===== config.mk =====
export PLATFORM = sky130hd
export DESIGN_NAME = mff_frame_fields
export DESIGN_NICKNAME = d
export VERILOG_FILES = /design/src/hdl/mff_pkg.sv /design/src/hdl/mff_frame_fields.sv
export VERILOG_INCLUDE_DIRS = /design/src /design/src/hdl
export SDC_FILE = /design/constraint.sdc
export NUM_CORES = 2
export LEC_CHECK = 0
export ABC_AREA = 1
export BUFFER_PORTS_ARGS = -buffer_cell sky130_fd_sc_hd__buf_2
export CORE_MARGIN = 2
export CORE_UTILIZATION = 45
export DETAILED_ROUTE_END_ITERATION = 6
export HOLD_SLACK_MARGIN = 0.15
export PLACE_DENSITY = 0.66
export SYNTH_ARGS = -nofsm -noshare
export SYNTH_HDL_FRONTEND = slang
export SYNTH_SLANG_ARGS = --single-unit

===== constraint.sdc =====
create_clock -name mclk_in -period 3.6 [get_ports mclk_in]
set_clock_uncertainty 0.05 [all_clocks]
set_input_delay 0.72 -clock mclk_in [delete_from_list [all_inputs] [get_ports mclk_in]]
set_output_delay 0.72 -clock mclk_in [all_outputs]
set_load 0.005 [all_outputs]

===== src/hdl/mff_regs.svh =====
/*
 * Register offsets, field positions, reset values and fixed codes of the frame-field block.
 * Assumes it is included by its bare name inside the design files.
 */
`ifndef MFF_REGS_SVH
`define MFF_REGS_SVH

`define MFF_OFF_CTRL      8'h00
`define MFF_OFF_OWN_LO    8'h04
`define MFF_OFF_OWN_HI    8'h08
`define MFF_OFF_EXT_FCS   8'h0C
`define MFF_OFF_PEER_LO   8'h10
`define MFF_OFF_PEER_HI   8'h14
`define MFF_OFF_STATUS    8'h18
`define MFF_OFF_RX_FCS    8'h1C
`define MFF_OFF_RX_INFO   8'h20
`define MFF_OFF_BAD_CNT   8'h24

`define MFF_CTRL_ADDR48   0
`define MFF_CTRL_BYPASS   1
`define MFF_CTRL_PASSERR  2
`define MFF_CTRL_PAIR_LSB 4

`define MFF_RST_WORD      32'h0000_0000
`define MFF_RST_ADDR      48'h0000_0000_0000
`define MFF_MASK_48       48'hFFFF_FFFF_FFFF
`define MFF_MASK_16       48'h0000_0000_FFFF
`define MFF_AL_LAST_48    3'h5
`define MFF_AL_LAST_16    3'h1
`define MFF_PAIR_TOP_48   6'h2E
`define MFF_PAIR_TOP_16   6'h0E

`define MFF_CRC_POLY      32'h04C1_1DB7
`define MFF_CRC_INIT      32'hFFFF_FFFF
`define MFF_CRC_RESIDUE   32'hC704_DD7B
`define MFF_MAX_FRAME     14'h1FFF
`define MFF_FCS_LAST      2'h3
`define MFF_DLY_FULL      3'h4

`endif


===== src/hdl/mff_pkg.sv =====
/*
 * Types of the frame-field block: carriers for bus, octet streams and frame reports.
 * Assumes nothing beyond a SystemVerilog compiler.
 */
package mff_pkg;

    // Frame type in transmit order, first symbol in the msb
    typedef enum logic [1:0] {
        MFF_FT_MAC  = 2'h0,
        MFF_FT_LLC  = 2'h1,
        MFF_FT_MGMT = 2'h2,
        MFF_FT_RSVD = 2'h3
    } mff_ftype_type;

    typedef enum logic [2:0] {
        MFF_ACT_NO_RESP = 3'h0,
        MFF_ACT_REQ_RSP = 3'h1,
        MFF_ACT_RESP    = 3'h2
    } mff_action_type;

    typedef enum {TX_IDLE, TX_FC, TX_DA, TX_SA, TX_DATA, TX_FCS} mff_tx_state_type;
    typedef enum {RX_IDLE, RX_FC, RX_DA, RX_SA, RX_BODY} mff_rx_state_type;

    typedef struct packed {
        logic        psel;
        logic        penable;
        logic        pwrite;
        logic [7:0]  paddr;
        logic [31:0] pwdata;
    } mff_apb_req_type;

    typedef struct packed {
        logic        start;
        logic [2:0]  action;
        logic [2:0]  prio;
        logic        da_own;
        logic [47:0] da;
    } mff_tx_req_type;

    typedef struct packed {
        logic       valid;
        logic [7:0] data;
        logic       last;
    } mff_octet_type;

    typedef struct packed {
        logic       valid;
        logic [7:0] data;
        logic       last;
        logic       ebit;
    } mff_phy_tx_type;

    typedef struct packed {
        logic       sd;
        logic       valid;
        logic [7:0] data;
        logic       ed;
        logic       ebit;
    } mff_phy_rx_type;

    typedef struct packed {
        logic        valid;
        logic        good;
        logic        deliver;
        logic        bcast;
        logic        group;
        logic        fc_undef;
        logic [2:0]  action;
        logic [2:0]  prio;
        logic [31:0] fcs;
    } mff_rx_end_type;

endpackage


===== src/hdl/mff_frame_fields.sv =====
/*
 * MAC frame fields of a token-bus station: frame control, addresses, data unit and
 * the 32-bit frame check, octet-wide in both directions, with an APB register slave.
 * Assumes PHY and LLC logic on the same clock; octet bit 0 is the first bit on the medium.
 */
// Chosen here: the address map and the APB interface to the registers.
// Behaviour
// - Type bits 01 LLC, 10 and 11 reserved
// - Three priority bits, 111 highest
// - Undefined control patterns handled freely
// - Destination address first, source address next
// - Address length 16 or 48, configured
// - First destination bit: individual or group
// - Second bit local/universal, 48-bit only
// - All-ones destination is broadcast, accepted
// - Irrelevant destination may carry own address
// - Source matches destination format, I/G zero
// - Address integer, last bit most significant
// - Contention pairs taken from most significant
// - Data unit bit order passed unchanged
// - Thirty-two bit check with given generator
// - Preset ones, send complemented remainder
// - Check sent highest-degree coefficient first
// - Receiver preset ones, fixed residue expected
// - Optional bypass sends external check value
// - Optional delivery of errored frames flagged
// - At most 8191 octets between delimiters
// - Originator sends end error bit zero
`timescale 1ns/1ns
`default_nettype none
`include "mff_regs.svh"

module mff_frame_fields (
    // Clock and reset
    input  wire logic                    mclk_in,
    input  wire logic                    rst_b_in,
    // APB register slave
    input  wire mff_pkg::mff_apb_req_type apb_in,
    output logic [31:0]                  apb_prdata_out,
    output logic                         apb_pready_out,
    output logic                         apb_pslverr_out,
    // LLC transmit side
    input  wire mff_pkg::mff_tx_req_type  tx_req_in,
    output logic                         tx_busy_out,
    input  wire mff_pkg::mff_octet_type   llc_tx_in,
    output logic                         llc_tx_ready_out,
    // PHY transmit side
    output var mff_pkg::mff_phy_tx_type   phy_tx_out,
    input  wire logic                    phy_tx_ready_in,
    // PHY receive side
    input  wire mff_pkg::mff_phy_rx_type  phy_rx_in,
    // LLC receive side
    output var mff_pkg::mff_octet_type    llc_rx_out,
    output var mff_pkg::mff_rx_end_type   rx_end_out,
    output logic                         rx_bad_out
);
    import mff_pkg::*;

    function automatic logic [7:0] rev8(input logic [7:0] v);
        logic [7:0] r;
        for (int i = 0; i < 8; i++) begin
            r[i] = v[7-i];
        end
        return r;
    endfunction

    // Octet enters lsb first, i.e. in medium order
    function automatic logic [31:0] crc_step(input logic [31:0] c, input logic [7:0] d);
        logic [31:0] r;
        r = c;
        for (int i = 0; i < 8; i++) begin
            if (r[31] ^ d[i]) begin
                r = {r[30:0], 1'b0} ^ `MFF_CRC_POLY;
            end else begin
                r = {r[30:0], 1'b0};
            end
        end
        return r;
    endfunction

    // Configuration and status registers
    logic        addr48_q, bypass_q, passerr_q;
    logic [4:0]  pair_idx_q;
    logic [47:0] own_q, peer_q;
    logic [31:0] extfcs_q, rx_fcs_q, prdata_q;
    logic [15:0] bad_cnt_q;
    logic [15:0] rx_info_q;
    logic        pready_q, pslverr_q;

    // Address length and numeric view
    wire logic [47:0] amask    = addr48_q ? `MFF_MASK_48 : `MFF_MASK_16;
    wire logic [2:0]  al_last  = addr48_q ? `MFF_AL_LAST_48 : `MFF_AL_LAST_16;
    wire logic [47:0] own_m    = own_q & amask;
    wire logic [47:0] peer_m   = peer_q & amask;
    wire logic        own_gt   = own_m > peer_m;
    wire logic        own_eq   = own_m == peer_m;
    wire logic [5:0]  pair_top = addr48_q ? `MFF_PAIR_TOP_48 : `MFF_PAIR_TOP_16;
    wire logic [5:0]  pair_pos = pair_top - {pair_idx_q, 1'b0};
    wire logic [1:0]  pair_val = own_m[pair_pos +: 2];

    // Transmit state
    mff_tx_state_type tx_st_q;
    mff_phy_tx_type   ptx_q;
    mff_octet_type    hold_q;
    logic [2:0]       tx_cnt_q;
    logic [31:0]      tx_crc_q;
    logic [7:0]       tx_fc_q;
    logic [47:0]      tx_da_q;
    logic             llc_rdy_q, got_last_q, tx_busy_q;

    // Receive state
    mff_rx_state_type rx_st_q;
    logic [2:0]       rx_cnt_q, rx_dcnt_q;
    logic [31:0]      rx_crc_q;
    logic [7:0]       rx_fc_q;
    logic [47:0]      rx_da_q;
    logic [3:0][7:0]  rx_dly_q;
    logic [13:0]      rx_len_q;
    mff_octet_type    llc_rx_q;
    mff_rx_end_type   rx_end_q;
    logic             rx_bad_q;

    // APB decode
    wire logic [7:0] addr   = apb_in.paddr;
    wire logic       acc    = apb_in.psel & apb_in.penable & ~pready_q;
    wire logic       wr_en  = apb_in.psel & apb_in.penable & apb_in.pwrite & pready_q;
    wire logic       hit    = (addr <= `MFF_OFF_BAD_CNT) && (addr[1:0] == 2'h0);
    wire logic       wr_bad = wr_en && addr == `MFF_OFF_BAD_CNT;
    wire logic [31:0] w     = apb_in.pwdata;

    wire logic [31:0] rd_mux =
        addr == `MFF_OFF_CTRL    ? {23'h0, pair_idx_q, 1'b0, passerr_q, bypass_q, addr48_q} :
        addr == `MFF_OFF_OWN_LO  ? own_q[31:0] :
        addr == `MFF_OFF_OWN_HI  ? {16'h0, own_q[47:32]} :
        addr == `MFF_OFF_EXT_FCS ? extfcs_q :
        addr == `MFF_OFF_PEER_LO ? peer_q[31:0] :
        addr == `MFF_OFF_PEER_HI ? {16'h0, peer_q[47:32]} :
        addr == `MFF_OFF_STATUS  ? {27'h0, tx_busy_q, pair_val, own_eq, own_gt} :
        addr == `MFF_OFF_RX_FCS  ? rx_fcs_q :
        addr == `MFF_OFF_RX_INFO ? {16'h0, rx_info_q} :
        addr == `MFF_OFF_BAD_CNT ? {16'h0, bad_cnt_q} : 32'h0000_0000;

    // Answer in the second access cycle; writes land on the edge that ends it
    always_ff @(posedge mclk_in) begin
        if (!rst_b_in) begin
            pready_q  <= 1'b0;
            pslverr_q <= 1'b0;
            prdata_q  <= `MFF_RST_WORD;
        end else begin
            pready_q  <= acc;
            pslverr_q <= acc & ~hit;
            prdata_q  <= (acc && hit && !apb_in.pwrite) ? rd_mux : `MFF_RST_WORD;
        end
    end

    always_ff @(posedge mclk_in) begin
        if (!rst_b_in) begin
            addr48_q   <= 1'b0;
            bypass_q   <= 1'b0;
            passerr_q  <= 1'b0;
            pair_idx_q <= 5'h00;
            own_q      <= `MFF_RST_ADDR;
            peer_q     <= `MFF_RST_ADDR;
            extfcs_q   <= `MFF_RST_WORD;
        end else if (wr_en) begin
            case (addr)
                `MFF_OFF_CTRL: begin
                    addr48_q   <= w[`MFF_CTRL_ADDR48];
                    bypass_q   <= w[`MFF_CTRL_BYPASS];
                    passerr_q  <= w[`MFF_CTRL_PASSERR];
                    pair_idx_q <= w[`MFF_CTRL_PAIR_LSB +: 5];
                end
                `MFF_OFF_OWN_LO:  own_q[31:0]   <= w;
                `MFF_OFF_OWN_HI:  own_q[47:32]  <= w[15:0];
                `MFF_OFF_EXT_FCS: extfcs_q      <= w;
                `MFF_OFF_PEER_LO: peer_q[31:0]  <= w;
                `MFF_OFF_PEER_HI: peer_q[47:32] <= w[15:0];
                default: ;
            endcase
        end
    end

    // Transmit path
    wire logic        tx_load   = ~ptx_q.valid | phy_tx_ready_in;
    wire logic [47:0] sa_val    = own_m & ~48'h0000_0000_0001;
    wire logic [7:0]  da_oct    = tx_da_q[{tx_cnt_q, 3'h0} +: 8];
    wire logic [7:0]  sa_oct    = sa_val[{tx_cnt_q, 3'h0} +: 8];
    wire logic [31:0] fcs_src   = bypass_q ? extfcs_q : ~tx_crc_q;
    wire logic [31:0] fcs_sh    = fcs_src << {tx_cnt_q[1:0], 3'h0};
    wire logic [7:0]  fcs_oct   = rev8(fcs_sh[31:24]);
    wire logic [7:0]  fcs_first = rev8(~tx_crc_q[31:24]);
    wire logic        hold_take = llc_tx_in.valid & llc_rdy_q;
    wire logic        hold_used = (tx_st_q == TX_DATA) & tx_load & hold_q.valid;
    wire logic        hold_nv   = hold_take | (hold_q.valid & ~hold_used);
    wire logic        last_nv   = got_last_q | (hold_take & llc_tx_in.last);

    always_ff @(posedge mclk_in) begin
        if (!rst_b_in) begin
            tx_st_q    <= TX_IDLE;
            ptx_q      <= '0;
            hold_q     <= '0;
            tx_cnt_q   <= 3'h0;
            tx_crc_q   <= `MFF_CRC_INIT;
            tx_fc_q    <= 8'h00;
            tx_da_q    <= `MFF_RST_ADDR;
            llc_rdy_q  <= 1'b0;
            got_last_q <= 1'b0;
            tx_busy_q  <= 1'b0;
        end else begin
            llc_rdy_q  <= ~hold_nv & ~last_nv & (tx_st_q != TX_IDLE);
            got_last_q <= last_nv;
            if (phy_tx_ready_in) begin
                ptx_q.valid <= 1'b0;
            end
            if (hold_take) begin
                hold_q <= '{valid: 1'b1, data: llc_tx_in.data, last: llc_tx_in.last};
            end
            case (tx_st_q)
                TX_IDLE: if (tx_req_in.start) begin
                    // Only LLC data frames originate here
                    tx_fc_q    <= rev8({MFF_FT_LLC, tx_req_in.action, tx_req_in.prio});
                    tx_da_q    <= tx_req_in.da_own ? sa_val : tx_req_in.da & amask;
                    tx_crc_q   <= `MFF_CRC_INIT;
                    got_last_q <= 1'b0;
                    tx_busy_q  <= 1'b1;
                    tx_st_q    <= TX_FC;
                end
                TX_FC: if (tx_load) begin
                    ptx_q    <= '{valid: 1'b1, data: tx_fc_q, last: 1'b0, ebit: 1'b0};
                    tx_crc_q <= crc_step(tx_crc_q, tx_fc_q);
                    tx_cnt_q <= 3'h0;
                    tx_st_q  <= TX_DA;
                end
                TX_DA: if (tx_load) begin
                    ptx_q    <= '{valid: 1'b1, data: da_oct, last: 1'b0, ebit: 1'b0};
                    tx_crc_q <= crc_step(tx_crc_q, da_oct);
                    tx_cnt_q <= (tx_cnt_q == al_last) ? 3'h0 : tx_cnt_q + 3'h1;
                    if (tx_cnt_q == al_last) begin
                        tx_st_q <= TX_SA;
                    end
                end
                TX_SA: if (tx_load) begin
                    ptx_q    <= '{valid: 1'b1, data: sa_oct, last: 1'b0, ebit: 1'b0};
                    tx_crc_q <= crc_step(tx_crc_q, sa_oct);
                    tx_cnt_q <= (tx_cnt_q == al_last) ? 3'h0 : tx_cnt_q + 3'h1;
                    if (tx_cnt_q == al_last) begin
                        tx_st_q <= TX_DATA;
                    end
                end
                TX_DATA: if (tx_load && hold_q.valid) begin
                    // Octets go out exactly as the LLC gave them
                    ptx_q        <= '{valid: 1'b1, data: hold_q.data, last: 1'b0, ebit: 1'b0};
                    tx_crc_q     <= crc_step(tx_crc_q, hold_q.data);
                    hold_q.valid <= 1'b0;
                    if (hold_q.last) begin
                        tx_cnt_q <= 3'h0;
                        tx_st_q  <= TX_FCS;
                    end
                end
                TX_FCS: if (tx_load) begin
                    // End delimiter error bit is never set by the originator
                    ptx_q    <= '{valid: 1'b1, data: fcs_oct,
                                  last: tx_cnt_q[1:0] == `MFF_FCS_LAST, ebit: 1'b0};
                    tx_cnt_q <= tx_cnt_q + 3'h1;
                    if (tx_cnt_q[1:0] == `MFF_FCS_LAST) begin
                        tx_busy_q <= 1'b0;
                        tx_st_q   <= TX_IDLE;
                    end
                end
                default: tx_st_q <= TX_IDLE;
            endcase
        end
    end

    // Receive path; four octets lag so the check field never reaches the LLC
    wire logic [47:0] rx_da_m  = rx_da_q & amask;
    wire logic [7:0]  fc_rd    = rev8(rx_fc_q);
    wire logic        fc_llc   = fc_rd[7:6] == MFF_FT_LLC;
    wire logic        fc_undef = ~fc_llc | (fc_rd[5:3] > MFF_ACT_RESP);
    wire logic        rx_group = rx_da_q[0];
    wire logic        rx_lu    = addr48_q ? rx_da_q[1] : 1'b1;
    wire logic        rx_bcast = rx_da_m == amask;
    wire logic        rx_match = rx_group | (rx_da_m == own_m);
    wire logic        rx_take  = ~fc_undef & rx_match;
    wire logic        rx_resok = rx_crc_q == `MFF_CRC_RESIDUE;
    wire logic        rx_good  = (rx_st_q == RX_BODY) & (rx_dcnt_q == `MFF_DLY_FULL) & rx_resok
                               & (rx_len_q <= `MFF_MAX_FRAME) & ~phy_rx_in.ebit;
    wire logic [31:0] rx_fcs   = {rev8(rx_dly_q[3]), rev8(rx_dly_q[2]),
                                  rev8(rx_dly_q[1]), rev8(rx_dly_q[0])};
    wire logic        rx_in_fr = rx_st_q != RX_IDLE;

    always_ff @(posedge mclk_in) begin
        if (!rst_b_in) begin
            rx_st_q   <= RX_IDLE;
            rx_cnt_q  <= 3'h0;
            rx_dcnt_q <= 3'h0;
            rx_crc_q  <= `MFF_CRC_INIT;
            rx_fc_q   <= 8'h00;
            rx_da_q   <= `MFF_RST_ADDR;
            rx_dly_q  <= '0;
            rx_len_q  <= 14'h0000;
            llc_rx_q  <= '0;
            rx_end_q  <= '0;
            rx_bad_q  <= 1'b0;
            rx_fcs_q  <= `MFF_RST_WORD;
            rx_info_q <= 16'h0000;
        end else begin
            llc_rx_q.valid <= 1'b0;
            rx_end_q.valid <= 1'b0;
            rx_bad_q       <= 1'b0;
            if (phy_rx_in.sd) begin
                rx_crc_q  <= `MFF_CRC_INIT;
                rx_cnt_q  <= 3'h0;
                rx_dcnt_q <= 3'h0;
                rx_len_q  <= 14'h0000;
                rx_st_q   <= RX_FC;
            end else if (phy_rx_in.ed && rx_in_fr) begin
                // Errored frames may still be handed up when software asks
                rx_end_q  <= '{valid: 1'b1, good: rx_good,
                               deliver: rx_take & (rx_good | passerr_q),
                               bcast: rx_bcast, group: rx_group, fc_undef: fc_undef,
                               action: fc_rd[5:3], prio: fc_rd[2:0], fcs: rx_fcs};
                rx_bad_q  <= ~rx_good;
                rx_fcs_q  <= rx_fcs;
                rx_info_q <= {3'h0, rx_good, rx_bcast, rx_group, rx_lu, fc_undef, rx_fc_q};
                rx_st_q   <= RX_IDLE;
            end else if (phy_rx_in.valid && rx_in_fr) begin
                rx_crc_q <= crc_step(rx_crc_q, phy_rx_in.data);
                rx_len_q <= (rx_len_q == 14'h3FFF) ? rx_len_q : rx_len_q + 14'h0001;
                case (rx_st_q)
                    RX_FC: begin
                        rx_fc_q <= phy_rx_in.data;
                        rx_st_q <= RX_DA;
                    end
                    RX_DA: begin
                        rx_da_q[{rx_cnt_q, 3'h0} +: 8] <= phy_rx_in.data;
                        rx_cnt_q <= (rx_cnt_q == al_last) ? 3'h0 : rx_cnt_q + 3'h1;
                        if (rx_cnt_q == al_last) begin
                            rx_st_q <= RX_SA;
                        end
                    end
                    RX_SA: begin
                        rx_cnt_q <= (rx_cnt_q == al_last) ? 3'h0 : rx_cnt_q + 3'h1;
                        if (rx_cnt_q == al_last) begin
                            rx_st_q <= RX_BODY;
                        end
                    end
                    RX_BODY: begin
                        rx_dly_q <= {rx_dly_q[2:0], phy_rx_in.data};
                        if (rx_dcnt_q == `MFF_DLY_FULL) begin
                            llc_rx_q <= '{valid: rx_take, data: rx_dly_q[3], last: 1'b0};
                        end else begin
                            rx_dcnt_q <= rx_dcnt_q + 3'h1;
                        end
                    end
                    default: rx_st_q <= RX_IDLE;
                endcase
            end
        end
    end

    // A software clear in the same cycle as a hardware increment loads one
    always_ff @(posedge mclk_in) begin
        if (!rst_b_in) begin
            bad_cnt_q <= 16'h0000;
        end else if (rx_bad_q) begin
            bad_cnt_q <= wr_bad ? 16'h0001 : bad_cnt_q + 16'h0001;
        end else if (wr_bad) begin
            bad_cnt_q <= 16'h0000;
        end
    end

    assign apb_prdata_out   = prdata_q;
    assign apb_pready_out   = pready_q;
    assign apb_pslverr_out  = pslverr_q;
    assign tx_busy_out      = tx_busy_q;
    assign llc_tx_ready_out = llc_rdy_q;
    assign phy_tx_out       = ptx_q;
    assign llc_rx_out       = llc_rx_q;
    assign rx_end_out       = rx_end_q;
    assign rx_bad_out       = rx_bad_q;
endmodule

`default_nettype wire


==> metrics <==
io pins=about 230; startpoint types=flop; Max FO, Critical Path=32; final hold vios=0; area growth from synthesis to layout=12.8%; Critical Path, Cell by Cell=buf_4 > nand2_1 > inv_1 > ha_1 > nand2_1 > nor3_1 > nand3_1 > nor3_1 > nand2_1 > nand3_1 > nand2_1 > nand2_1 > nand2_1 > nand3_1 > nor2_1 > a21oi_1; met3 WL post-DR=13.0 mm; die width=263 um; synth top area cells=dfxtp_1, nand2_1, o21ai_0; area of the mapped netlist=30,100 um2; # nets final=4,667; Fmax achieved=324 MHz; #FFs+latches synth=about 500; final setup TNS=0 ps; drt drc=0; GRT overflow=0; CTS tree=built; Int Pwr=between 10,000 and 15,000 uW; CTS Sinks=502; Final Critical Period=between 3000 and 4000 ps; main flop type after synthesis=dfxtp_1; Max Root-Sink Buffers=3; most frequent cells in the layout=nand2_1, dfxtp_1, o21ai_0; Die ar.=between 60,000 and 70,000 um2; share of cells above drive strength 1=13.9%; Inserted Clock Buffers=56; H-tree depth=2; Leakage Power=0.0143 uW; met2 WL post-DR=56.8 mm; Starting Density=45.7%; Logic pwr share=46.8%; Final Power=between 20,000 and 25,000 uW; Async S/R FF share, synth=0%; Worst VDD drop=0.000445 V; M1 wire length=just over 50 mm; worst path arrival time=3610 ps; commonest non-fill, non-tap cell in the layout=nand2_1; # hold bufs at CTS=0; clock insertion delay at the later pin of the skew report=650 ps; hpwl dp=slightly below 100 mm; WL per Instance=24.0 um; Total Routing Usage GR=between 30% and 40%; clock network power share=a little over a quarter; Die Ht=263 um; Worst Hold Class=primary input to flop; top cell type by total area after synthesis=dfxtp_1; Routability Congestion=around 1.0; endpoints failing setup=0; Clock Pin Slew Worst Setup and Hold Paths=approximately 70 ps; run status=completed; max_cap viols=0; Post-Synthesis Cells=approximately 4,300; Crit-path slowest cell=dfxtp_4; Ys Warns=0; CP max stage delay=620 ps; Mapped Avg Cell Area=6.93 um2; Slew HR=between 10% and 20%; largest net degree at the start of global routing=259; sequential fraction of the synthesis area=33.4%; Crit Path Category=flop to flop; first-pass GRT wire length=approximately 190 mm; core box area=66,000 um2; unrepaired setup endpoints after global routing=false; Synth top area share=33.4%; vias in the first global route=28,900; # rows=94; fin. max-slew vios=0; storage element area=between 10,000 and 15,000 um2; post-DR vias/cell=5.83; sw frac=45.0%; post-route ant nets=0; multi-input combinational cell area=17,200 um2; # port buffers=about 220; Setup Buffers After CTS=0; Critical Path RT=4120 ps; Initial DRT Pass Iterations=6; Netlist cell types=74; DR vias=between 30,000 and 40,000; Total Wirelength=130 mm; post_cts resized=0; Post-synth EDFFs=0; pwr dens=between 700 and 800 nW/um2; Worst-Margin Slew=~1200 ps; CP dominant cell by count=nand2_1; initial antenna violation count=8; Root Buffer Master=clkbuf_16; net switching power figure=between 10,000 and 15,000 uW; Flop pwr share=26.9%; fin crit share=85.7%; number of DRC markers in iteration 0=3,530; crit path capture type=flop; Fillers=between 6,000 and 7,000; DR top layer=met5
-- power by group through the flow --
stage	Clock, uW	Combinational (uW)	Sequential (uW)
floorplan	0	8270	6290
global placement	0	10900	6580
detailed placement	0	11000	6580
CTS	6410	11000	6460
global route	6620	12300	6510
finish	6360	11300	6500
-- critical path: cells and delay by family (launching register included) --
kind                       cells  cell delay [ps]
adders and majority gates      1              180
AOI/OAI and AO/OA              1              110
DFF                            1              620
and+or+nand+nor               12             1650
buffers and inverters          2              420
-- per-layer routing --
| metal | up-vias | GRT usage [%] |
|---|---|---|
| li1 | 14900 | - |
| met1 | 14600 | 45.7 |
| met2 | 1610 | 57.3 |
| met3 | 412 | 7.85 |
| met4 | 8 | 20.6 |
| met5 | - | 0 |
-- synthesized netlist by cell type, types with 6 or more instances --
cell type    n
a21oi_1    431
o211ai_2     8
xnor2_2     11
nor2_2      12
o2111ai_1   17
xor2_2      11
buf_1       12
buf_4       23
buf_2       23
clkinv_1     6
o21bai_1     6
xnor2_1     54
nor3_1      42
nand3_1    295
nand2_1    812
ha_1        59
nand3_2      6
nand2_2     69
o22ai_1     34
a22oi_1     12
clkbuf_1   163
o211ai_1    34
a31oi_1     14
buf_6       19
or2_2       12
a221oi_1    58
xor2_1     151
a211oi_1    53
o221ai_1    11
nor2_1     321
inv_2       32
dfxtp_1    502
nand4_1     39
nand2_4     13
o21ai_1     33
inv_1      421
nor4_1      28
o21ai_0    438
-- logic make-up (layout without fill, tap and decap cells) --
group	count (synthesis)	in the layout	share of synthesized area [%]
AO/OA/AOI/OAI	1173	1173	22.2
XOR/XNOR	231	231	7.51
adder cells (fa/ha/maj)	59	59	2.45
buffers and inverters	705	887	9.75
flip-flops	502	502	33.4
other	1	8	0.0124
AND/OR/NAND/NOR	1678	1678	24.7
-- layout make-up --
class / count / share of cell area [%]
multi-input combinational: 3143 / 50.5
sequential: 502 / 29.6
timing repair buffer: 318 / 5.51
inverter: 463 / 5.16
clock buffer: 76 / 4.70
tap: 864 / 3.18
clock inverter: 30 / 1.32
antenna: 6 / 0.0442
-- through the flow --
step,hold WS [ps],worst slack [ps],std cells,utilization (%),cell area [um2]
final,277,514,5402,51.5,34000
after global routing,286,227,5396,51.5,34000
after CTS,258,336,5396,51.5,34000
after detailed placement,396,373,5290,48.4,31900
after global placement,391,359,5290,48.4,31900
after floorplan,371,945,4350,-,30100
-- final timing paths --
| kind | slack [ps] | cells after the start | end | start |
|---|---|---|---|---|
| worst max-delay path | 510 | 16 | apb_prdata_out[0]$_SDFF_PN0_ | addr48_q$_SDFFE_PN0P_ |
| worst min-delay path | 280 | 3 | tx_fc_q[7]$_SDFFE_PN0P_ | tx_req_in[49] |
| worst max register to register | 510 | 16 | apb_prdata_out[0]$_SDFF_PN0_ | addr48_q$_SDFFE_PN0P_ |
| worst min register to register | 400 | 2 | tx_da_q[14]$_SDFFE_PN0P_ | tx_da_q[14]$_SDFFE_PN0P_ |
-- flip-flops by register name, indices dropped and copies added (netlist names), 16 cells and up --
name	cells
peer_q	48
extfcs_q	32
rx_crc_q	32
apb_prdata_out	32
own_q	48
rx_da_q	48
tx_crc_q	32
tx_da_q	48
bad_cnt_q	16
rx_dly_q	32
rx_end_out	39
Power figures use the tool's default switching activity.
